==> src/rtl/intc_map.svh <==
// Notes on behaviour
// - Lower vector number wins; bus reset highest, two-wire serial lowest.
// - After reset, fetch starts at 0x0000; each vector slot is two bytes.
// - Bus reset at 0x0002, 128 us timer 0x0004, 1.024 ms timer 0x0006.
// - Endpoints 0..4 use slots 0x0008..0x0010; slot 0x0012 never generated.
// - Entry waits for instruction end, then 10-cycle call, 5-cycle jump.
// - SE0 recognised as bus reset after 12 us, always before 16 us.
// - Recognised bus reset sets status bit 5; interrupt at SE0 end; aborts start-up.
// - Bus reset clears the device address registers at 0x10 and 0x40.
// - Endpoint interrupt on host ack of IN or device ack of OUT only.
// - Analog pins interrupt on polarity-selected edge, sharing vector 0x0014.
// - One triggered analog pin blocks others until inactive or disabled.
// - Pin-port pins interrupt on per-port polarity edge, sharing vector 0x0016.
// - One triggered port pin blocks others until inactive or disabled.
// - Enabled parallel host port owns the pin vector; pin interrupts suppressed.
// - Parallel host port interrupt gated only by global enable bit 5.
// - Slave receive interrupts per byte; address flag on first byte after start.
// - Slave receive stop sets stop flag and interrupts, unless last byte nacked.
// - Slave transmit interrupts per byte, acknowledge flag shows master ack.
// - Master modes interrupt per byte; clearing role bit issues stop.
// - Lost arbitration clears role, sets flag, interrupts at next stop.
// - Busy bit clears before events 1 to 4; firmware writes once to continue.
// - Each source has a sticky pending flag, requesting only when enabled.
// - Service clears core enable and its pending flag, pushes PC and flags.
// - Global enable bits 0,1,2,4,5,6 gate sources; one enables.
`ifndef INTC_MAP_SVH
`define INTC_MAP_SVH
`define CLK_PERIOD_NS 10
`define SE0_MIN_NS 12000
`define SE0_CYC ((`SE0_MIN_NS + `CLK_PERIOD_NS - 1) / `CLK_PERIOD_NS)
`define SE0_CW 11
`define CALL_CYC 4'ha
`define JUMP_CYC 4'h5
`define RESET_VEC 14'h0000
`define SRC_BUSRST 0
`define SRC_T128 1
`define SRC_T1024 2
`define SRC_EP0 3
`define SRC_RSVD 8
`define SRC_ANALOG 9
`define SRC_PINS 10
`define SRC_SERIAL 11
`define GE_BUSRST 0
`define GE_T128 1
`define GE_T1024 2
`define GE_ANALOG 4
`define GE_PINS 5
`define GE_SERIAL 6
`endif

==> src/rtl/intc_pkg.sv <==
`include "intc_map.svh"
package intc_pkg;
    typedef enum logic [1:0] {IDLE = 2'h0, CALL = 2'h1, JUMP = 2'h3} entry_t;
    typedef struct packed {
        logic dp_s1, dp_s2, dm_s1, dm_s2;
        logic [7:0] an_s1, an_s2, an_prev, an_latch;
        logic [15:0] gp_s1, gp_s2, gp_prev, gp_latch;
        logic [`SE0_CW-1:0] se0_cnt;
        logic se0_seen;
        logic [11:0] pend;
        entry_t st;
        logic [3:0] cnt, sel;
        logic [13:0] vec;
        logic gie_clr, push, svc_start, rst_fetch;
        logic stat_busrst, addr_clr, start_abort;
        logic role, busy, addr_f, stop_f, ack_f, arb_f, arb_wait, rx_last, stop_req;
    } state_t;
endpackage

==> src/rtl/mcu_interrupt_controller.sv <==
`timescale 1ns/1ns
`include "intc_map.svh"
module mcu_interrupt_controller (
    input wire logic clock,
    input wire logic rst_n,
    input wire logic d_plus,
    input wire logic d_minus,
    input wire logic timer_128us_tick,
    input wire logic timer_1024us_tick,
    input wire logic [4:0] ep_in_host_ack,
    input wire logic [4:0] ep_out_dev_ack,
    input wire logic [7:0] analog_pins,
    input wire logic [7:0] analog_polarity,
    input wire logic [7:0] analog_enable,
    input wire logic [15:0] port_pins,
    input wire logic [1:0] port_polarity,
    input wire logic [15:0] port_enable,
    input wire logic parallel_host_port_en,
    input wire logic parallel_host_port_event,
    input wire logic [7:0] global_enable,
    input wire logic [4:0] ep_enable,
    input wire logic core_gie,
    input wire logic instr_done,
    input wire logic status_busrst_clear,
    input wire logic tw_rx_byte,
    input wire logic tw_rx_first,
    input wire logic tw_tx_byte,
    input wire logic tw_tx_acked,
    input wire logic tw_master_byte,
    input wire logic tw_stop_seen,
    input wire logic tw_arb_lost,
    input wire logic fw_ctl_write,
    input wire logic fw_continue,
    input wire logic fw_role,
    input wire logic fw_ack,
    output logic [13:0] vector_addr,
    output logic fetch_from_reset,
    output logic gie_clear,
    output logic stack_push,
    output logic service_start,
    output logic status_busrst,
    output logic usb_addr_clear,
    output logic startup_abort,
    output logic [11:0] pending,
    output logic controller_role_bit,
    output logic continue_busy,
    output logic addr_flag,
    output logic rx_stop_flag,
    output logic ack_flag,
    output logic arbitration_lost_flag,
    output logic stop_request
);
    intc_pkg::state_t s_reg, s_next;

    // Edge scan shared by the analog and pin ports; a kept latch blocks all others
    function automatic logic [16:0] pin_scan(input logic [15:0] act, prv, en, lat);
        logic [15:0] keep;
        logic [15:0] hit;
        keep = lat & act & en;
        hit = act & ~prv & en;
        if (|keep)
            pin_scan = {1'b0, keep};
        else
            pin_scan = {|hit, hit};
    endfunction

    // Lowest set index wins
    function automatic logic [3:0] prio_pick(input logic [11:0] req);
        prio_pick = 4'h0;
        for (int i = 11; i >= 0; i--)
            if (req[i])
                prio_pick = 4'(i);
    endfunction

    logic se0;
    logic [7:0] an_act, an_pact;
    logic [15:0] gp_pol, gp_act, gp_pact;
    logic [16:0] an_scan, gp_scan;
    logic [11:0] en_mask, set_v, req;
    logic tw_int, stop_ok;

    // Source conditions from synchronised pins
    always_comb
    begin
        se0 = !s_reg.dp_s2 && !s_reg.dm_s2;
        an_act = ~(s_reg.an_s2 ^ analog_polarity);
        an_pact = ~(s_reg.an_prev ^ analog_polarity);
        gp_pol = {{8{port_polarity[1]}}, {8{port_polarity[0]}}};
        gp_act = ~(s_reg.gp_s2 ^ gp_pol);
        gp_pact = ~(s_reg.gp_prev ^ gp_pol);
        an_scan = pin_scan({8'h00, an_act}, {8'h00, an_pact}, {8'h00, analog_enable},
            {8'h00, s_reg.an_latch});
        gp_scan = pin_scan(gp_act, gp_pact, port_enable, s_reg.gp_latch);
        stop_ok = tw_stop_seen && !(s_reg.rx_last && !s_reg.ack_f);
        tw_int = tw_rx_byte || tw_tx_byte || tw_master_byte || (stop_ok && !s_reg.arb_wait);
    end

    // Enables per source; slot 8 stays disabled
    always_comb
    begin
        en_mask = 12'h000;
        en_mask[`SRC_BUSRST] = global_enable[`GE_BUSRST];
        en_mask[`SRC_T128] = global_enable[`GE_T128];
        en_mask[`SRC_T1024] = global_enable[`GE_T1024];
        en_mask[7:3] = ep_enable;
        en_mask[`SRC_ANALOG] = global_enable[`GE_ANALOG];
        en_mask[`SRC_PINS] = global_enable[`GE_PINS];
        en_mask[`SRC_SERIAL] = global_enable[`GE_SERIAL];
        req = s_reg.pend & en_mask;
    end

    // Events that set pending flags this cycle
    always_comb
    begin
        set_v = 12'h000;
        set_v[`SRC_BUSRST] = s_reg.se0_seen && !se0;
        set_v[`SRC_T128] = timer_128us_tick;
        set_v[`SRC_T1024] = timer_1024us_tick;
        set_v[7:3] = ep_in_host_ack | ep_out_dev_ack;
        set_v[`SRC_ANALOG] = an_scan[16];
        if (parallel_host_port_en)
            set_v[`SRC_PINS] = parallel_host_port_event;
        else
            set_v[`SRC_PINS] = gp_scan[16];
        set_v[`SRC_SERIAL] = tw_int || (s_reg.arb_wait && tw_stop_seen);
    end

    // Whole next state
    always_comb
    begin
        s_next = s_reg;
        s_next.dp_s1 = d_plus;
        s_next.dp_s2 = s_reg.dp_s1;
        s_next.dm_s1 = d_minus;
        s_next.dm_s2 = s_reg.dm_s1;
        s_next.an_s1 = analog_pins;
        s_next.an_s2 = s_reg.an_s1;
        s_next.an_prev = s_reg.an_s2;
        s_next.gp_s1 = port_pins;
        s_next.gp_s2 = s_reg.gp_s1;
        s_next.gp_prev = s_reg.gp_s2;
        s_next.an_latch = an_scan[7:0];
        // Port latch is dropped while the parallel port owns the vector
        s_next.gp_latch = parallel_host_port_en ? 16'h0000 : gp_scan[15:0];
        s_next.gie_clr = 1'b0;
        s_next.push = 1'b0;
        s_next.svc_start = 1'b0;
        s_next.rst_fetch = 1'b0;
        s_next.addr_clr = 1'b0;
        s_next.start_abort = 1'b0;
        s_next.stop_req = 1'b0;

        // SE0 timer; counter saturates so a long reset stays recognised
        if (!se0)
        begin
            s_next.se0_cnt = '0;
            s_next.se0_seen = 1'b0;
        end
        else if (s_reg.se0_cnt != `SE0_CW'(`SE0_CYC))
            s_next.se0_cnt = s_reg.se0_cnt + `SE0_CW'(1);
        else if (!s_reg.se0_seen)
        begin
            s_next.se0_seen = 1'b1;
            s_next.addr_clr = 1'b1;
            s_next.start_abort = 1'b1;
        end
        if (se0 && s_reg.se0_cnt == `SE0_CW'(`SE0_CYC) && !s_reg.se0_seen)
            s_next.stat_busrst = 1'b1;
        else if (status_busrst_clear)
            s_next.stat_busrst = 1'b0;

        // Entry sequencer; pend clear first so a same-cycle set wins
        case (s_reg.st)
            intc_pkg::IDLE:
            begin
                if (instr_done && core_gie && |req)
                begin
                    s_next.sel = prio_pick(req);
                    s_next.pend[prio_pick(req)] = 1'b0;
                    s_next.vec = {9'h000, prio_pick(req) + 4'h1, 1'b0};
                    s_next.gie_clr = 1'b1;
                    s_next.push = 1'b1;
                    // Full call length here: the first call cycle is the one that shows gie_clear
                    s_next.cnt = `CALL_CYC;
                    s_next.st = intc_pkg::CALL;
                end
            end
            intc_pkg::CALL:
            begin
                s_next.cnt = s_reg.cnt - 4'h1;
                if (s_reg.cnt == 4'h1)
                begin
                    s_next.cnt = `JUMP_CYC;
                    s_next.st = intc_pkg::JUMP;
                end
            end
            intc_pkg::JUMP:
            begin
                s_next.cnt = s_reg.cnt - 4'h1;
                if (s_reg.cnt == 4'h1)
                begin
                    s_next.svc_start = 1'b1;
                    s_next.st = intc_pkg::IDLE;
                end
            end
            default:
                s_next.st = intc_pkg::IDLE;
        endcase
        s_next.pend = s_next.pend | (set_v & 12'heff);

        // Two-wire control and flags; hardware event beats firmware write
        if (fw_ctl_write)
        begin
            s_next.busy = fw_continue;
            s_next.role = fw_role;
            s_next.ack_f = fw_ack;
            s_next.arb_f = 1'b0;
            s_next.addr_f = 1'b0;
            s_next.stop_f = 1'b0;
            if (s_reg.role && !fw_role)
                s_next.stop_req = 1'b1;
        end
        if (tw_rx_byte)
        begin
            s_next.addr_f = tw_rx_first;
            s_next.rx_last = 1'b1;
        end
        if (tw_tx_byte)
        begin
            s_next.ack_f = tw_tx_acked;
            s_next.rx_last = 1'b0;
        end
        if (tw_master_byte)
            s_next.rx_last = 1'b0;
        if (stop_ok && !s_reg.arb_wait)
        begin
            s_next.stop_f = 1'b1;
            s_next.rx_last = 1'b0;
        end
        if (tw_int)
            s_next.busy = 1'b0;
        if (tw_arb_lost)
        begin
            s_next.role = 1'b0;
            s_next.arb_f = 1'b1;
            s_next.arb_wait = 1'b1;
        end
        else if (s_reg.arb_wait && tw_stop_seen)
            s_next.arb_wait = 1'b0;
    end

    // State register with synchronous reset
    always_ff @(posedge clock)
    begin
        if (!rst_n)
        begin
            s_reg <= '0;
            s_reg.st <= intc_pkg::IDLE;
            s_reg.vec <= `RESET_VEC;
            s_reg.rst_fetch <= 1'b1;
        end
        else
            s_reg <= s_next;
    end

    // Outputs straight from the state flops
    assign vector_addr = s_reg.vec;
    assign fetch_from_reset = s_reg.rst_fetch;
    assign gie_clear = s_reg.gie_clr;
    assign stack_push = s_reg.push;
    assign service_start = s_reg.svc_start;
    assign status_busrst = s_reg.stat_busrst;
    assign usb_addr_clear = s_reg.addr_clr;
    assign startup_abort = s_reg.start_abort;
    assign pending = s_reg.pend;
    assign controller_role_bit = s_reg.role;
    assign continue_busy = s_reg.busy;
    assign addr_flag = s_reg.addr_f;
    assign rx_stop_flag = s_reg.stop_f;
    assign ack_flag = s_reg.ack_f;
    assign arbitration_lost_flag = s_reg.arb_f;
    assign stop_request = s_reg.stop_req;
endmodule

==> config.mk <==
export PLATFORM = sky130hd
export DESIGN_NAME = mcu_interrupt_controller
export DESIGN_NICKNAME = d
export VERILOG_FILES = /design/src/rtl/intc_pkg.sv /design/src/rtl/mcu_interrupt_controller.sv
export VERILOG_INCLUDE_DIRS = /design/src /design/src/rtl
export SDC_FILE = /design/constraint.sdc
export NUM_CORES = 1
export LEC_CHECK = 0
export BUFFER_PORTS_ARGS = -buffer_cell sky130_fd_sc_hd__clkbuf_2
export CAP_MARGIN = 20
export CORE_UTILIZATION = 40
export DETAILED_ROUTE_END_ITERATION = 12
export GPL_ROUTABILITY_DRIVEN = 1
export GPL_TIMING_DRIVEN = 0
export HOLD_SLACK_MARGIN = 0.03
export PLACE_DENSITY = 0.64
export SYNTH_ARGS = -nofsm -noshare
export SYNTH_HDL_FRONTEND = slang
export SYNTH_SLANG_ARGS = --single-unit
==> constraint.sdc <==
create_clock -name clock -period 2.4 [get_ports clock]
set_input_delay 0.12 -clock clock [delete_from_list [all_inputs] [get_ports clock]]
set_output_delay 0.12 -clock clock [all_outputs]
set_load 0.05 [all_outputs]
==> impl_results.md, run 1 <==
* Crit path cell chain: inv_1, a211oi_2, nor3_1, dlygate4sd3_1, nand2_1, nor3_1, dlygate4sd3_1
* Simple-gate portion of the synthesized area at 0.261
* Main combinational cell family by area after synthesis: simple AND/OR/NAND/NOR gates
* Die extent in x at 126 microns
* Leading post-synthesis cells by cell area: dfxtp_1, and2_1, nor2_1
* Clock-pin slew on the worst setup and hold paths at 60 ps
* Met1 Usage GRT at 0.236
* Worst hold path depth at 3
* R2R Path Start: ack_flag$_SDFFE_PN0P_
* Multiplexer area fraction after synthesis at 0.0130
* EDFF count, synth at 0
* Final wirelength at 14700 microns
* Cell Pwr Density at 760 mW/mm^2
* Synth cell count leaders: dfxtp_1, and2_1, nor2_1, nand2_1, buf_4
* Maximum clock path buffer count at 2
* Tcrit/Tclk final at 0.944
* DRT iter0 DRCs at 279
* DIE AREA at 0.0159 sq mm
* Dpl hpwl at 10500 microns
* Largest net degree at the start of global routing at 17
* Required @ worst endpoint at 2720 ps
* Most used routing layer: met2
* Netlist Area Pre-Place at 0.00614 sq mm
* Dominant cell by count in the synthesized netlist: dfxtp_1
* Fin Setup TNS at 0 ps
* RSZ-0062 raised after global routing: false
* Drt drc at 0
* Slowest-stage cell, CP: dlygate4sd3_1
* Area growth, synth to finish at 34.7%
* Worst r2r dst: continue_busy$_SDFFE_PP0P_
* Vias in the first global route at 4983
* Compound-Gate Fraction of Synth Area at 0.124
* Peak VDD IR at 0.489 mV
* Ys async rst share at 0
* Worst Tran Pin Value at 646 ps
* Avg Vias per Cell at 4.89
* Met3 GRT Util at 0.0480
* Post-synth cell types at 51
* CTS tree: yes
* Clk_lat worst skew at 430 ps
* Xor and xnor area share after synthesis at 0.0442
* Crit path time final at 2270 ps
* Root Buffer: clkbuf_16
* CP endpoint kind: flop
* Final setup vio count at 0
* Initial antenna violation count at 0
* CP startpoint: ack_flag$_SDFFE_PN0P_
* #FFs+latches synth at 148
* Vias at 5249
* Relative slew slack at 0.569
* Initial Utilization at 0.416
* Max-cap violations at 0
* Worst path max stage delay at 570 ps
* Adder-Cell Fraction of Synth Area at 0.0122
* Status: finished, final reports clean
* Highest clock rate at 441 MHz
* Max FFs per register at 70
* N_diodes at 0
* Layout cells sized above 1 at 0.245
* WHS at 64.2 ps
* Cells after Synth at 665
* Startpoint types: flop
* Routability cong. at 0.873
* # IOs at 143
* WS Path Type: reg2reg
* Yosys top cell area share at 0.482
* Slew Viols, Final at 0
* Average wire per standard cell at 13.7 microns
* Critical Path End: continue_busy$_SDFFE_PP0P_
* Die height at 126 microns
* Final Net Count at 986
* Synthesis Warnings at 0
* DR pass1 iterations at 4
* Worst R2R Setup Slack at 130 ps
* Register area share after synthesis at 0.482
* Rows at 44
* Mean Syn Cell Area at 9.24 sq um
* Most area-hungry cell type in the Yosys netlist: dfxtp_1
* IO Port Bufs at 126
* TritonCTS Buffers at 17
* Clk_skew at 10.2 ps
* Static Leak at 3.69 nW
* Max FO, Critical Path at 3
* Core ar. at 0.0148 sq mm
* Worst path arrival time at 2580 ps
* H-tree depth at 4
* Grt ovf at 0
* Post-layout util at 0.561
* Overall power at 0.00629 W
* First-pass GRT wire length at 23900 microns
* Top FF cell, synth: dfxtp_1
* Final ANT Viol Nets at 0
* Worst min path class: in2reg
* Final hold viol count at 0
* Sink Count at 148
* Reg2reg path depth at 7
* GR Util All Layers at 0.195
* GR met2 Demand/Resource at 0.327
[critical path, delay by kind of cell (launching register included)]
kind | cells | cell delay, ps
and+or+nand+nor | 3 | 260
DFF | 1 | 370
buffers and inverters | 3 | 1190
AOI/OAI and AO/OA | 1 | 330
[worst min-delay path by stage]
stage	slack (ps)	end	start
floorplan	200	stop_request$_SDFF_PN0_	fw_role
global placement	310	status_busrst$_SDFFE_PN0P_	status_busrst_clear
detailed placement	310	status_busrst$_SDFFE_PN0P_	status_busrst_clear
CTS	50	pending[3]$_SDFF_PN0_	ep_out_dev_ack[0]
global route	70	pending[3]$_SDFF_PN0_	ep_out_dev_ack[0]
finish	60	pending[3]$_SDFF_PN0_	ep_out_dev_ack[0]
[metrics by stage]
step,worst slack [ps],instance area [sq um],instances
6_report,134,8280,1074
5_1_grt,34.9,8280,1074
4_1_cts,53.9,8270,1074
2_1_floorplan,507,6180,674
3_5_place_dp,209,7040,984
3_3_place_gp,217,7040,984
[per-layer routing]
layer / vias to the layer above / wire length (microns)
li1: 2676 / -
met1: 2413 / 6730
met2: 130 / 7040
met3: 30 / 620
met4: 0 / 347
met5: - / 0
[cell families after synthesis]
family	count (synthesis)
simple gates	291
flops	148
buf+inv	69
other cells	1
fa+ha+maj	6
compound gates	111
xor+xnor	31
mux	8
[timing repair]
item | in CTS | in global routing
buffers inserted | 0 | 0
hold endpoints to repair | 50 | 0
gates resized for setup | 0 | 1
hold buffers | 58 | 0
setup endpoints to repair | 0 | 1
[cell type report]
class	instances	area (sq um)
fill	1344	6480
sequential	148	2960
multi-input combinational	457	2840
timing repair buffer	184	1210
clock buffer	17	425
buffer	53	323
tap	184	230
clock inverter	15	228
inverter	16	60.1
[cells in the final DEF, fill, tap and decap left out, drive strengths merged, types with 9 or more instances in the layout]
| cell type | netlist | routed |
|---|---|---|
| conb | 1 | 10 |
| nand2 | 40 | 40 |
| nand4 | 9 | 9 |
| o21ba | 16 | 16 |
| a21oi | 30 | 30 |
| dlygate4sd3 | 0 | 58 |
| a31oi | 24 | 24 |
| nor2 | 80 | 80 |
| buf | 32 | 32 |
| and2 | 81 | 81 |
| dfxtp | 148 | 148 |
| nor3 | 10 | 10 |
| and3 | 21 | 21 |
| inv | 16 | 20 |
| nand3 | 9 | 9 |
| clkbuf | 21 | 164 |
| and4b | 16 | 16 |
| xnor2 | 25 | 25 |
[report_power, final]
part,switching (W),internal (W),total [W],leakage (nW)
Sequential,0.0000622,0.00255,0.00262,1.21
Combinational,0.000416,0.000336,0.000752,2.16
Clock,0.00107,0.00185,0.00292,0.315
Total,0.00154,0.00474,0.00629,3.69
Note: power is estimated with default switching activity, not from simulation.
==> run 2, diff against run 1 <==
--- a/config.mk
+++ b/config.mk
@@ -8,12 +8,13 @@
 export LEC_CHECK = 0
 export BUFFER_PORTS_ARGS = -buffer_cell sky130_fd_sc_hd__clkbuf_2
 export CAP_MARGIN = 20
-export CORE_UTILIZATION = 40
+export CORE_UTILIZATION = 25
 export DETAILED_ROUTE_END_ITERATION = 12
 export GPL_ROUTABILITY_DRIVEN = 1
 export GPL_TIMING_DRIVEN = 0
 export HOLD_SLACK_MARGIN = 0.03
-export PLACE_DENSITY = 0.64
+export MAX_ROUTING_LAYER = met4
+export PLACE_DENSITY = 0.45
 export SYNTH_ARGS = -nofsm -noshare
 export SYNTH_HDL_FRONTEND = slang
 export SYNTH_SLANG_ARGS = --single-unit
==> impl_results.md, run 2 (synthesized netlist as in run 1, its figures left out) <==
* Status: finished, final reports clean
* Static Leak at 3.69 nW
* Final Net Count at 985
* TritonCTS Buffers at 17
* Most common cell after layout, fill and taps aside: dfxtp_1
* Slowest-stage cell, CP: nor4_4
* IO Port Bufs at 126
* Worst path arrival time at 2560 ps
* Layout cells sized above 1 at 0.243
* Dpl ws at 187 ps
* WS Path Type: reg2reg
* DR pass1 iterations at 4
* DRT iter0 DRCs at 213
* Worst R2R Setup Slack at 170 ps
* Max FFs per register at 70
* Final hold viol count at 0
* RSZ-0062 raised after global routing: false
* WHS at 63.0 ps
* Rows at 56
* Routability cong. at 0.795
* Overall power at 0.00632 W
* Worst Tran Pin Value at 679 ps
* Most frequent cells in the layout: dfxtp_1, clkbuf_2, and2_1, nor2_1, dlygate4sd3_1
* Die extent in x at 159 microns
* Drt drc at 0
* Hold_sp: parallel_host_port_en
* Min-Delay Endpoint: pending[10]$_SDFF_PN0_
* Initial antenna violation count at 1
* Cell Pwr Density at 750 mW/mm^2
* Clock-pin slew on the worst setup and hold paths at 60 ps
* Relative slew slack at 0.548
* Crit path time final at 2230 ps
* Initial Utilization at 0.259
* # IOs at 143
* GR Util All Layers at 0.140
* Die height at 159 microns
* Area growth, synth to finish at 37.3%
* Final wirelength at 16400 microns
* R2R Path Start: s_next[141]$_SDFF_PN0_
* Root Buffer: clkbuf_16
* Max-cap violations at 0
* Avg Vias per Cell at 4.26
* Startpoint types: flop
* Peak VDD IR at 0.456 mV
* Final setup vio count at 0
* Fin Setup TNS at 0 ps
* Worst min path class: in2reg
* Clk_skew at 9.82 ps
* Grt ovf at 0
* Core ar. at 0.0238 sq mm
* Vias at 5155
* Max FO, Critical Path at 9
* # fillers at 2479
* Slew Viols, Final at 0
* Crit path cell chain: xnor2_1, and3_4, or4_4, nor4_4, o31ai_1, a21oi_1
* Worst hold path depth at 3
* Maximum clock path buffer count at 2
* Worst r2r dst: pending[9]$_SDFF_PN0_
* Dpl hpwl at 12000 microns
* Placed Cells incl. Taps at 1119
* First-pass GRT wire length at 26800 microns
* Clk_lat worst skew at 410 ps
* DIE AREA at 0.0252 sq mm
* Largest net degree at the start of global routing at 17
* Worst path max stage delay at 570 ps
* Reg2reg path depth at 6
* Sink Count at 148
* Non-Filler Instances at 1209
* Setup WS post-layout at 170 ps
* Highest clock rate at 448 MHz
* Required @ worst endpoint at 2730 ps
* CP endpoint kind: flop
* H-tree depth at 4
* Average wire per standard cell at 13.6 microns
* CTS tree: yes
* Vias in the first global route at 5252
* Tcrit/Tclk final at 0.929
* Final ANT Viol Nets at 0
[run 2: through the flow]
| stage | util | area [sq um] |
|---|---|---|
| after floorplan | - | 6180 |
| after global placement | 0.303 | 7210 |
| after detailed placement | 0.303 | 7210 |
| after CTS | 0.355 | 8420 |
| after global routing | 0.355 | 8430 |
| final | 0.355 | 8430 |
[run 2: critical path, delay by kind of cell, from the launching register on]
family,cells,cell delay [ps]
AND/OR/NAND/NOR,3,1290
AO/OA/AOI/OAI,2,390
flip-flops,1,340
XOR/XNOR,1,130
[run 2: power breakdown]
part | total, W | leakage, nW | switching [W] | internal [W]
clock network | 0.00294 | 0.321 | 0.00107 | 0.00188
registers | 0.00261 | 1.21 | 0.0000612 | 0.00255
logic | 0.000765 | 2.16 | 0.000428 | 0.000337
[run 2: worst max-delay path by stage]
stage	startpoint	to
5_1_grt	s_next[141]$_SDFF_PN0_	pending[9]$_SDFF_PN0_
6_report	s_next[141]$_SDFF_PN0_	pending[9]$_SDFF_PN0_
3_3_place_gp	pending[4]$_SDFF_PN0_	pending[7]$_SDFF_PN0_
2_1_floorplan	s_next[141]$_SDFF_PN0_	s_reg[128]$_SDFF_PN0_
4_1_cts	pending[4]$_SDFF_PN0_	pending[7]$_SDFF_PN0_
3_5_place_dp	pending[4]$_SDFF_PN0_	pending[7]$_SDFF_PN0_
[run 2: cell type report]
class                   instances  area (sq um)  area share
well taps                     319           399      0.0473
clock buffers                  19           443      0.0525
diodes                          1          2.50    0.000297
plain buffers                  53           323      0.0383
repair buffers                183          1200       0.142
multi-input cells             457          2840       0.336
flip-flops and latches        148          2960       0.351
clock inverters                13           205      0.0243
inverters                      16          60.1     0.00712
[run 2: what timing repair did]
action,4_1_cts,5_1_grt
hold buffers,57,0
setup endpoints to repair,0,1
buffers inserted,0,0
endpoints found under the hold margin,50,0
resized for setup,0,1
[run 2: per-layer routing]
layer  vias up  GRT usage  part of all wire  routed length, microns
li1       2679          -                 -                       -
met1      2376      0.163              0.46                    7640
met2        86      0.232              0.49                    8010
met3        14     0.0324             0.034                     558
met4         0     0.0499             0.014                     236
met5         -          -                 0                       0
